--- src/hw/tcb_pkg.sv ---
// Purpose: constants for the timer block control, interrupt mask and clock select logic
// Assumes: 8-bit byte address, 32-bit register data, three channels
// Notes: offsets are byte addresses of aligned words
package tcb_pkg;
	localparam int TCB_CHANS = 3;
	localparam int TCB_EVT_W = 8;
	localparam int TCB_MODE_W = 6;
	localparam int TCB_PRE_W = 7;
	// per-channel offsets, channel n adds n times the stride
	localparam logic [7:0] TCB_CHAN_STRIDE = 8'h40;
	localparam logic [7:0] TCB_CHAN_STATUS_OFS = 8'h20;
	localparam logic [7:0] TCB_IRQ_ENABLE_OFS = 8'h24;
	localparam logic [7:0] TCB_IRQ_DISABLE_OFS = 8'h28;
	localparam logic [7:0] TCB_IRQ_MASK_OFS = 8'h2C;
	// block-wide offsets
	localparam logic [7:0] TCB_BLOCK_CONTROL_OFS = 8'hC0;
	localparam logic [7:0] TCB_BLOCK_MODE_OFS = 8'hC4;
	localparam logic [7:0] TCB_CAPABILITY_OFS = 8'hF8;
	localparam logic [7:0] TCB_REVISION_OFS = 8'hFC;
	// field positions
	localparam int TCB_SYNC_BIT = 0;
	localparam int TCB_SEL0_POS = 0;
	localparam int TCB_SEL1_POS = 2;
	localparam int TCB_SEL2_POS = 4;
	localparam int TCB_UPDOWN_BIT = 8;
	localparam int TCB_BRIDGE_BIT = 9;
	localparam int TCB_VARIANT_POS = 16;
	localparam int TCB_DIV2_BIT = 0;
	localparam int TCB_DIV8_BIT = 2;
	localparam int TCB_DIV32_BIT = 4;
	localparam int TCB_DIV128_BIT = 6;
	// reset values and constants
	localparam logic [TCB_EVT_W-1:0] TCB_MASK_RST = 8'h00;
	localparam logic [TCB_EVT_W-1:0] TCB_PEND_RST = 8'h00;
	localparam logic [TCB_MODE_W-1:0] TCB_MODE_RST = 6'h00;
	localparam logic [7:0] TCB_COUNTER_WIDTH = 8'h10;
	// external clock selector codes
	localparam logic [1:0] TCB_XSEL_PIN = 2'h0;
	localparam logic [1:0] TCB_XSEL_NONE = 2'h1;
	localparam logic [1:0] TCB_XSEL_IO_LO = 2'h2;
	localparam logic [1:0] TCB_XSEL_IO_HI = 2'h3;
	// channel clock source codes: 0..4 internal, 5..7 external inputs
	localparam logic [2:0] TCB_CSEL_EXT0 = 3'h5;
	localparam logic [2:0] TCB_CSEL_EXT1 = 3'h6;
	localparam logic [2:0] TCB_CSEL_EXT2 = 3'h7;
	typedef struct packed {
		logic [TCB_CHANS-1:0][TCB_EVT_W-1:0] mask;
		logic [TCB_CHANS-1:0][TCB_EVT_W-1:0] pend;
		logic [TCB_MODE_W-1:0] mode;
		logic [TCB_PRE_W-1:0] pre;
		logic [4:0] tclk;
		logic [2:0] xc;
		logic [TCB_CHANS-1:0] chclk;
		logic sync;
		logic irq;
		logic [31:0] rdata;
	} tcb_state_t;
endpackage : tcb_pkg

--- src/hw/tcb_block.sv ---
// Purpose: timer block interrupt masks, software sync, clock routing, id registers
// Assumes: register port strobes are one cycle wide and never overlap
// Notes: channel engines live outside; they feed events in and take clocks out
`timescale 1ns/1ps
module tcb_block
	import tcb_pkg::*;
#(
	parameter logic UPDOWN_PRESENT = 1'b0,
	parameter logic BRIDGE_PB_HSB = 1'b0,
	// arbitrary value
	parameter logic [11:0] MODULE_VERSION = 12'h100,
	// arbitrary value
	parameter logic [3:0] MODULE_VARIANT = 4'h0
)
(
	input wire logic clk_sys,
	input wire logic rst_n,
	input wire logic [7:0] reg_addr,
	input wire logic [31:0] reg_wdata,
	input wire logic reg_wr,
	input wire logic reg_rd,
	output logic [31:0] reg_rdata,
	input wire logic [TCB_EVT_W-1:0] chan0_event,
	input wire logic [TCB_EVT_W-1:0] chan1_event,
	input wire logic [TCB_EVT_W-1:0] chan2_event,
	input wire logic ext_clock_pin_zero,
	input wire logic ext_clock_pin_one,
	input wire logic ext_clock_pin_two,
	input wire logic chan0_io_a,
	input wire logic chan1_io_a,
	input wire logic chan2_io_a,
	input wire logic internal_slow_clock,
	input wire logic [2:0] chan0_clk_sel,
	input wire logic [2:0] chan1_clk_sel,
	input wire logic [2:0] chan2_clk_sel,
	output logic external_clock_input_zero,
	output logic external_clock_input_one,
	output logic external_clock_input_two,
	output logic [4:0] timer_clock,
	output logic chan0_clock,
	output logic chan1_clock,
	output logic chan2_clock,
	output logic sync_trigger,
	output logic timer_irq
);

////////////////////////////////////////////////////////////////////////////////
// helpers

function automatic logic [7:0] chan_ofs(input int n, input logic [7:0] ofs);
	chan_ofs = ofs + 8'(n) * TCB_CHAN_STRIDE;
endfunction : chan_ofs

function automatic logic ext_route(input logic [1:0] sel, input logic pin,
	input logic io_lo, input logic io_hi);
	case (sel)
		TCB_XSEL_PIN: ext_route = pin;
		TCB_XSEL_IO_LO: ext_route = io_lo;
		TCB_XSEL_IO_HI: ext_route = io_hi;
		default: ext_route = 1'b0;
	endcase
endfunction : ext_route

function automatic logic clk_pick(input logic [2:0] sel, input logic [4:0] tclk,
	input logic [2:0] xc);
	case (sel)
		TCB_CSEL_EXT0: clk_pick = xc[0];
		TCB_CSEL_EXT1: clk_pick = xc[1];
		TCB_CSEL_EXT2: clk_pick = xc[2];
		default: clk_pick = tclk[sel];
	endcase
endfunction : clk_pick

////////////////////////////////////////////////////////////////////////////////
// reset release

logic rst_meta_n;
logic rst_sync_n;

always_ff @(posedge clk_sys or negedge rst_n)
begin
	if (!rst_n)
	begin
		rst_meta_n <= 1'b0;
		rst_sync_n <= 1'b0;
	end
	else
	begin
		rst_meta_n <= 1'b1;
		rst_sync_n <= rst_meta_n;
	end
end

////////////////////////////////////////////////////////////////////////////////
// state update

tcb_state_t st;
tcb_state_t next_st;
logic [TCB_CHANS-1:0][TCB_EVT_W-1:0] evt;
logic [31:0] cap_word;
logic [31:0] rev_word;

assign evt = {chan2_event, chan1_event, chan0_event};

always_comb
begin
	cap_word = 32'h0000_0000;
	cap_word[7:0] = TCB_COUNTER_WIDTH;
	cap_word[TCB_UPDOWN_BIT] = UPDOWN_PRESENT;
	cap_word[TCB_BRIDGE_BIT] = BRIDGE_PB_HSB;
	rev_word = 32'h0000_0000;
	rev_word[11:0] = MODULE_VERSION;
	rev_word[TCB_VARIANT_POS +: 4] = MODULE_VARIANT;
end

always_comb
begin
	next_st = st;
	next_st.sync = 1'b0;
	next_st.rdata = 32'h0000_0000;
	for (int n = 0; n < TCB_CHANS; n++)
	begin
		// write-one set/clear of the mask
		if (reg_wr && reg_addr == chan_ofs(n, TCB_IRQ_ENABLE_OFS))
			next_st.mask[n] = st.mask[n] | reg_wdata[TCB_EVT_W-1:0];
		if (reg_wr && reg_addr == chan_ofs(n, TCB_IRQ_DISABLE_OFS))
			next_st.mask[n] = st.mask[n] & ~reg_wdata[TCB_EVT_W-1:0];
		// pending flags: read clears, a new event wins
		if (reg_rd && reg_addr == chan_ofs(n, TCB_CHAN_STATUS_OFS))
			next_st.pend[n] = TCB_PEND_RST;
		if (reg_wr && reg_addr == chan_ofs(n, TCB_CHAN_STATUS_OFS))
			next_st.pend[n] = st.pend[n] & ~reg_wdata[TCB_EVT_W-1:0];
		next_st.pend[n] = next_st.pend[n] | evt[n];
		if (reg_rd && reg_addr == chan_ofs(n, TCB_CHAN_STATUS_OFS))
			next_st.rdata[TCB_EVT_W-1:0] = st.pend[n];
		if (reg_rd && reg_addr == chan_ofs(n, TCB_IRQ_MASK_OFS))
			next_st.rdata[TCB_EVT_W-1:0] = st.mask[n];
	end
	if (reg_wr && reg_addr == TCB_BLOCK_CONTROL_OFS)
		next_st.sync = reg_wdata[TCB_SYNC_BIT];
	if (reg_wr && reg_addr == TCB_BLOCK_MODE_OFS)
		next_st.mode = reg_wdata[TCB_MODE_W-1:0];
	if (reg_rd)
	begin
		case (reg_addr)
			TCB_BLOCK_MODE_OFS: next_st.rdata[TCB_MODE_W-1:0] = st.mode;
			TCB_CAPABILITY_OFS: next_st.rdata = cap_word;
			TCB_REVISION_OFS: next_st.rdata = rev_word;
			default: ;
		endcase
	end
	// internal clocks: slow clock input, then bus clock prescaler taps
	next_st.pre = st.pre + 7'h01;
	next_st.tclk[0] = internal_slow_clock;
	next_st.tclk[1] = next_st.pre[TCB_DIV2_BIT];
	next_st.tclk[2] = next_st.pre[TCB_DIV8_BIT];
	next_st.tclk[3] = next_st.pre[TCB_DIV32_BIT];
	next_st.tclk[4] = next_st.pre[TCB_DIV128_BIT];
	// external clock routing
	next_st.xc[0] = ext_route(st.mode[TCB_SEL0_POS +: 2], ext_clock_pin_zero,
		chan1_io_a, chan2_io_a);
	next_st.xc[1] = ext_route(st.mode[TCB_SEL1_POS +: 2], ext_clock_pin_one,
		chan0_io_a, chan2_io_a);
	next_st.xc[2] = ext_route(st.mode[TCB_SEL2_POS +: 2], ext_clock_pin_two,
		chan0_io_a, chan1_io_a);
	// each channel picks its own source
	next_st.chclk[0] = clk_pick(chan0_clk_sel, st.tclk, st.xc);
	next_st.chclk[1] = clk_pick(chan1_clk_sel, st.tclk, st.xc);
	next_st.chclk[2] = clk_pick(chan2_clk_sel, st.tclk, st.xc);
	next_st.irq = |(next_st.pend & next_st.mask);
end

always_ff @(posedge clk_sys or negedge rst_sync_n)
begin
	if (!rst_sync_n)
	begin
		st.mask <= {TCB_MASK_RST, TCB_MASK_RST, TCB_MASK_RST};
		st.pend <= {TCB_PEND_RST, TCB_PEND_RST, TCB_PEND_RST};
		st.mode <= TCB_MODE_RST;
		st.pre <= 7'h00;
		st.tclk <= 5'h00;
		st.xc <= 3'h0;
		st.chclk <= 3'h0;
		st.sync <= 1'b0;
		st.irq <= 1'b0;
		st.rdata <= 32'h0000_0000;
	end
	else
	begin
		st <= next_st;
	end
end

assign reg_rdata = st.rdata;
assign external_clock_input_zero = st.xc[0];
assign external_clock_input_one = st.xc[1];
assign external_clock_input_two = st.xc[2];
assign timer_clock = st.tclk;
assign chan0_clock = st.chclk[0];
assign chan1_clock = st.chclk[1];
assign chan2_clock = st.chclk[2];
assign sync_trigger = st.sync;
assign timer_irq = st.irq;

////////////////////////////////////////////////////////////////////////////////
// checks

mask_set_a: assert property (@(posedge clk_sys) disable iff (!rst_sync_n)
	reg_wr && reg_addr == TCB_IRQ_ENABLE_OFS |=> (st.mask[0] & $past(reg_wdata[7:0]))
	== $past(reg_wdata[7:0]))
	else $error("enable write did not set mask");

mask_clear_a: assert property (@(posedge clk_sys) disable iff (!rst_sync_n)
	reg_wr && reg_addr == TCB_IRQ_DISABLE_OFS |=> (st.mask[0] & $past(reg_wdata[7:0]))
	== 8'h00)
	else $error("disable write did not clear mask");

mask_hold_a: assert property (@(posedge clk_sys) disable iff (!rst_sync_n)
	!reg_wr |=> $stable(st.mask))
	else $error("mask changed without a write");

mask_read_a: assert property (@(posedge clk_sys) disable iff (!rst_sync_n)
	reg_rd && reg_addr == TCB_IRQ_MASK_OFS |=> reg_rdata == {24'h0, $past(st.mask[0])})
	else $error("mask read wrong");

sync_pulse_a: assert property (@(posedge clk_sys) disable iff (!rst_sync_n)
	sync_trigger |-> $past(reg_wr) && $past(reg_addr) == TCB_BLOCK_CONTROL_OFS
	&& $past(reg_wdata[0]))
	else $error("sync without its write");

xc0_route_a: assert property (@(posedge clk_sys) disable iff (!rst_sync_n)
	st.mode[1:0] == TCB_XSEL_NONE && $stable(st.mode) |=> !external_clock_input_zero)
	else $error("input 0 not idle when unrouted");

xc2_route_a: assert property (@(posedge clk_sys) disable iff (!rst_sync_n)
	st.mode[5:4] == TCB_XSEL_IO_HI |=> external_clock_input_two == $past(chan1_io_a))
	else $error("input 2 routing wrong");

cap_read_a: assert property (@(posedge clk_sys) disable iff (!rst_sync_n)
	reg_rd && reg_addr == TCB_CAPABILITY_OFS |=> reg_rdata[7:0] == TCB_COUNTER_WIDTH)
	else $error("counter width wrong");

div2_toggle_a: assert property (@(posedge clk_sys) disable iff (!rst_sync_n)
	timer_clock[1] |=> !timer_clock[1] ##1 timer_clock[1])
	else $error("divide by two clock wrong");

read_clear_a: assert property (@(posedge clk_sys) disable iff (!rst_sync_n)
	reg_rd && reg_addr == TCB_CHAN_STATUS_OFS && chan0_event == 8'h00 |=> st.pend[0] == 8'h00)
	else $error("status read did not clear");

irq_level_a: assert property (@(posedge clk_sys) disable iff (!rst_sync_n)
	!reg_wr && !reg_rd && evt == 24'h000000 |=> $stable(timer_irq))
	else $error("interrupt level moved without a cause");

irq_event_a: assert property (@(posedge clk_sys) disable iff (!rst_sync_n)
	!reg_wr && !reg_rd && |(evt & st.mask) |=> timer_irq)
	else $error("unmasked event did not raise interrupt");

mask_keep_a: assert property (@(posedge clk_sys) disable iff (!rst_sync_n)
	reg_wr && reg_addr == TCB_IRQ_ENABLE_OFS |=> (st.mask[0] & ~$past(reg_wdata[7:0]))
	== ($past(st.mask[0]) & ~$past(reg_wdata[7:0])))
	else $error("enable write changed a bit written as zero");

mask_set1_a: assert property (@(posedge clk_sys) disable iff (!rst_sync_n)
	reg_wr && reg_addr == chan_ofs(1, TCB_IRQ_ENABLE_OFS) |=>
	(st.mask[1] & $past(reg_wdata[7:0])) == $past(reg_wdata[7:0]))
	else $error("enable write did not set mask 1");

mask_clear1_a: assert property (@(posedge clk_sys) disable iff (!rst_sync_n)
	reg_wr && reg_addr == chan_ofs(1, TCB_IRQ_DISABLE_OFS) |=>
	(st.mask[1] & $past(reg_wdata[7:0])) == 8'h00)
	else $error("disable write did not clear mask 1");

mask_read1_a: assert property (@(posedge clk_sys) disable iff (!rst_sync_n)
	reg_rd && reg_addr == chan_ofs(1, TCB_IRQ_MASK_OFS) |=>
	reg_rdata == {24'h0, $past(st.mask[1])})
	else $error("mask 1 read wrong");

mask_read2_a: assert property (@(posedge clk_sys) disable iff (!rst_sync_n)
	reg_rd && reg_addr == chan_ofs(2, TCB_IRQ_MASK_OFS) |=>
	reg_rdata == {24'h0, $past(st.mask[2])})
	else $error("mask 2 read wrong");

read_clear1_a: assert property (@(posedge clk_sys) disable iff (!rst_sync_n)
	reg_rd && reg_addr == chan_ofs(1, TCB_CHAN_STATUS_OFS) && chan1_event == 8'h00 |=>
	st.pend[1] == 8'h00)
	else $error("status 1 read did not clear");

status_read_a: assert property (@(posedge clk_sys) disable iff (!rst_sync_n)
	reg_rd && reg_addr == TCB_CHAN_STATUS_OFS |=> reg_rdata == {24'h0, $past(st.pend[0])})
	else $error("status read wrong");

event_wins_a: assert property (@(posedge clk_sys) disable iff (!rst_sync_n)
	chan0_event != 8'h00 |=> (st.pend[0] & $past(chan0_event)) == $past(chan0_event))
	else $error("event lost against a clear");

xc0_pin_a: assert property (@(posedge clk_sys) disable iff (!rst_sync_n)
	st.mode[1:0] == TCB_XSEL_PIN |=> external_clock_input_zero == $past(ext_clock_pin_zero))
	else $error("input 0 pin routing wrong");

xc0_io1_a: assert property (@(posedge clk_sys) disable iff (!rst_sync_n)
	st.mode[1:0] == TCB_XSEL_IO_LO |=> external_clock_input_zero == $past(chan1_io_a))
	else $error("input 0 channel 1 routing wrong");

xc0_io2_a: assert property (@(posedge clk_sys) disable iff (!rst_sync_n)
	st.mode[1:0] == TCB_XSEL_IO_HI |=> external_clock_input_zero == $past(chan2_io_a))
	else $error("input 0 channel 2 routing wrong");

xc1_pin_a: assert property (@(posedge clk_sys) disable iff (!rst_sync_n)
	st.mode[3:2] == TCB_XSEL_PIN |=> external_clock_input_one == $past(ext_clock_pin_one))
	else $error("input 1 pin routing wrong");

xc1_none_a: assert property (@(posedge clk_sys) disable iff (!rst_sync_n)
	st.mode[3:2] == TCB_XSEL_NONE |=> !external_clock_input_one)
	else $error("input 1 not idle when unrouted");

xc1_io0_a: assert property (@(posedge clk_sys) disable iff (!rst_sync_n)
	st.mode[3:2] == TCB_XSEL_IO_LO |=> external_clock_input_one == $past(chan0_io_a))
	else $error("input 1 channel 0 routing wrong");

xc1_io2_a: assert property (@(posedge clk_sys) disable iff (!rst_sync_n)
	st.mode[3:2] == TCB_XSEL_IO_HI |=> external_clock_input_one == $past(chan2_io_a))
	else $error("input 1 channel 2 routing wrong");

xc2_none_a: assert property (@(posedge clk_sys) disable iff (!rst_sync_n)
	st.mode[5:4] == TCB_XSEL_NONE |=> !external_clock_input_two)
	else $error("input 2 not idle when unrouted");

xc2_io0_a: assert property (@(posedge clk_sys) disable iff (!rst_sync_n)
	st.mode[5:4] == TCB_XSEL_IO_LO |=> external_clock_input_two == $past(chan0_io_a))
	else $error("input 2 channel 0 routing wrong");

chan0_ext_a: assert property (@(posedge clk_sys) disable iff (!rst_sync_n)
	chan0_clk_sel == TCB_CSEL_EXT0 |=> chan0_clock == $past(external_clock_input_zero))
	else $error("channel 0 external source wrong");

chan0_int_a: assert property (@(posedge clk_sys) disable iff (!rst_sync_n)
	chan0_clk_sel == 3'h0 |=> chan0_clock == $past(timer_clock[0]))
	else $error("channel 0 internal source wrong");

sync_fire_a: assert property (@(posedge clk_sys) disable iff (!rst_sync_n)
	reg_wr && reg_addr == TCB_BLOCK_CONTROL_OFS && reg_wdata[TCB_SYNC_BIT] |=> sync_trigger)
	else $error("sync write gave no pulse");

slow_copy_a: assert property (@(posedge clk_sys) disable iff (!rst_sync_n)
	timer_clock[0] == $past(internal_slow_clock))
	else $error("slow clock not passed on");

div8_shape_a: assert property (@(posedge clk_sys) disable iff (!rst_sync_n)
	$rose(timer_clock[2]) |=> timer_clock[2][*3] ##1 !timer_clock[2])
	else $error("divide by eight clock wrong");

cap_flags_a: assert property (@(posedge clk_sys) disable iff (!rst_sync_n)
	reg_rd && reg_addr == TCB_CAPABILITY_OFS |=> reg_rdata[TCB_UPDOWN_BIT] == UPDOWN_PRESENT
	&& reg_rdata[TCB_BRIDGE_BIT] == BRIDGE_PB_HSB)
	else $error("capability flags wrong");

rdata_idle_a: assert property (@(posedge clk_sys) disable iff (!rst_sync_n)
	!reg_rd |=> reg_rdata == 32'h0000_0000)
	else $error("read data outside its cycle");

sync_seen_c: cover property (@(posedge clk_sys) disable iff (!rst_sync_n) sync_trigger);
irq_seen_c: cover property (@(posedge clk_sys) disable iff (!rst_sync_n)
	!timer_irq ##1 timer_irq ##[1:20] !timer_irq);
route_c: cover property (@(posedge clk_sys) disable iff (!rst_sync_n)
	st.mode == 6'h3F);
mask_c: cover property (@(posedge clk_sys) disable iff (!rst_sync_n)
	st.mask[1] == 8'hA5);
race_c: cover property (@(posedge clk_sys) disable iff (!rst_sync_n)
	reg_rd && reg_addr == TCB_CHAN_STATUS_OFS && chan0_event != 8'h00);

endmodule : tcb_block

--- config.mk ---
export PLATFORM = sky130hd
export DESIGN_NAME = tcb_block
export DESIGN_NICKNAME = d
export VERILOG_FILES = /design/src/hw/tcb_pkg.sv /design/src/hw/tcb_block.sv
export SDC_FILE = /design/constraint.sdc
export NUM_CORES = 1
export LEC_CHECK = 0
export BUFFER_PORTS_ARGS = -buffer_cell sky130_fd_sc_hd__clkbuf_2
export CORE_ASPECT_RATIO = 1.4
export CORE_MARGIN = 2
export CORE_UTILIZATION = 51
export DETAILED_ROUTE_END_ITERATION = 8
export PLACE_DENSITY = 0.79
export RECOVER_POWER = 100
export SYNTH_ARGS = -nofsm -noshare
export SYNTH_HDL_FRONTEND = slang
export SYNTH_SLANG_ARGS = --single-unit
--- constraint.sdc ---
create_clock -name clk_sys -period 3.85 [get_ports clk_sys]
set_input_delay 0.77 -clock clk_sys [delete_from_list [all_inputs] [get_ports clk_sys]]
set_output_delay 0.77 -clock clk_sys [all_outputs]
set_load 0.1 [all_outputs]
==> results.toml <==
[outcome]
outcome = "complete, but fails checks"
violations = "capacitance limit, slew limit"

[hold_path]
hp-class = "in -> async"

[logic_synthesis]
yosys-top-cells-area = "dfrtp_1, buf_4, nand4_1"
yosys_warnings = 0
synth-seq-cells = 81
synth_top_cell_area_share_pct = 44.8
synth-edff-count = 0
netlist_instances = 431
synth_area_um2 = 4520
ys_seq_area_share_pct = 44.8
ys_types = 63
syn_area_per_cell_um2 = 10.5
yosys.area.top_type = "dfrtp_1"
async_reset_ff_share_pct = 100
synth_flop_cell = "dfrtp_1"

[worst_setup_path]
critical_path.cell_chain = "clkbuf_2 > clkbuf_1 > inv_1 > buf_4 > o41a_1 > o211ai_1 > o2111ai_1 > nor4_2 > nand4_1"
cp-end-kind = "register"
crit_path_top_delay_cell = "clkbuf_1"
worstPathMaxFanout = 26
cp_slowest_stage_delay_ns = 0.67
cp.required_ns = 4.03
critPathBufInv = 4
critPathLaunchType = "input pin"
arrival_ns = 3.36
critical_path_class = "in -> reg"
cp_top_family = "buffers and inverters"

[cts]
cts_resized = 0
clkLatencyLatePin_ns = 0.34
cts_setup_buffers = 0
cts.sinks = 81
cts_tree = "done"
clockBufferDepth = 2
root_buffer = "clkbuf_16"
cts_buffers = 9
cts_hold_buf = 0
cts_max_level = 3
clk_pin_slew_ns = 0.06

[cells_and_area]
final_cell_mix = "dfrtp_1, clkbuf_2, nand4_1, clkbuf_1, conb_1"
fin_area_um2 = 5080
final_common_cell = "dfrtp_1"
fill_cells = 740
antennaDiodeCount = 0
area_growth_pct = 12.3
fin_util_pct = 59.0
drive_gt1_share_pct = 23.5
fin_nets = 569

[sta]
hold_viol = 0
max_slew_margin_pct = -15.3
clock.fmax_ghz = 0.315
fin_skew_ns = 0.00758
report.final.slew_viol_count = 80
worst_pin_slew_ns = 1.73
period_share_pct = 82.5
fin_ws_ns = 0.674
setup-tns-final_ns = 0
rsz0062_at_grt = "false"
finalSetupViolCount = 0
post-route-min-period_ns = 3.18

[die]
pin_count = 129
die_h_um = 115
die_width_um = 83.6
coreArea_um2 = 8610
start_util_pct = 52.5
dieArea_um2 = 9650
rows = 40

[placement]
globalplace.congestion = 0.903
place_area_um2 = 4800
dp_slack_ns = 0.662
hpwl_mm = 8.84
port_buffers = 81

[drt]
top_layer_used = "met4"
totalWireLength_mm = 12.1
ant_nets = 0
vias_per_cell = 6.41
drc = 0
m1WireLength_mm = 4.55
wl_per_cell_um = 20.3
first_iter_violations = 266
num_vias = 3805
wl_met3_um = 892
routed-wl-met2_mm = 6.18
drtPass1Iterations = 6

[global_route]
grt_pass1_vias = 3706
antenna_found_initial = 0
track_usage_pct = 25.4
gr-total-overflow = 0
grt_pass1_wl_mm = 19.1
grt_max_degree = 80

[power_and_ir_drop]
ir_drop_mv = 0.328
power.density_nw_per_um2 = 421
p_sw_share_pct = 28.6
pwr-share-comb_pct = 14.9
p_int_mw = 1.53
finalPower_mw = 2.14
p_leak_nw = 2.13
p_switching_uw = 611
seqPwrFrac_pct = 42.2
clockPowerShare_pct = 43.0

[run]
cap_violations = 1
## sequential cells by signal, indices dropped and copies added, names as in the netlist
register,cells
st,58
reg_rdata,9
timer_clock,4
chan0_clock,1
chan1_clock,1
chan2_clock,1
external_clock_input_one,1
external_clock_input_two,1
external_clock_input_zero,1
rst_meta_n,1
rst_sync_n,1
sync_trigger,1
timer_irq,1
## per-layer routing
metal  global-route usage [%]  vias up
met5                        0        -
met4                     11.9        0
met3                     5.27       34
met2                     44.1      207
met1                     30.6     1870
li1                         -     1694
## metrics by stage
| stage | cells | hold WS (ns) |
|---|---|---|
| final | 594 | 0.201 |
| after floorplan | 453 | 0.331 |
| after CTS | 594 | 0.199 |
| after global placement | 578 | 0.338 |
| after global routing | 594 | 0.203 |
| after detailed placement | 578 | 0.338 |
## final timing paths
path,start,end,slack (ns),depth (start not counted)
worst max-delay path,reg_addr[3],timer_irq,0.67,9
worst max register to register,st[82],timer_irq,2.02,6
worst min register to register,rst_meta_n,rst_sync_n,0.35,0
worst min-delay path,rst_n,rst_meta_n,0.20,1
min in group clk_sys,rst_meta_n,rst_sync_n,0.35,0
max in group asynchronous,rst_sync_n,st[62],2.07,0
## cell usage after synthesis, drive strengths merged, types with 7 or more instances
library cell  number
inv               21
nor2              11
nand3             13
mux2              12
dfrtp             81
and3               8
buf               45
a221oi             7
a21oi              8
nand2             19
a31o              14
nand4             31
a22oi             14
a22o              17
a31oi             10
clkbuf            26
## layout make-up
type | instances | area, um2 | area share (%)
Clock buffer | 11 | 243 | 4.78
Clock inverter | 5 | 78.8 | 1.55
Inverter | 21 | 78.8 | 1.55
Multi-Input combinational cell | 280 | 2080 | 40.9
Sequential cell | 81 | 2030 | 39.9
Tap cell | 105 | 131 | 2.59
Timing Repair Buffer | 91 | 442 | 8.69
## cell families after synthesis
group,after synthesis,share of synthesized area (%)
flops,81,44.8
compound gates,109,19.6
fa+ha+maj,1,0.277
simple gates,120,16.4
mux,21,6.64
xor+xnor,5,0.968
buf+inv,92,11.1
other cells,2,0.166
## power groups by stage
stage               clock network (mW)  registers (mW)  logic [mW]
finish                           0.919           0.902       0.318
global route                     0.962           0.907       0.331
CTS                              0.922           0.903       0.319
detailed placement                   0           0.918       0.317
global placement                     0           0.917       0.314
floorplan                            0           0.960       0.215
Note: power is estimated with default switching activity, not from simulation.
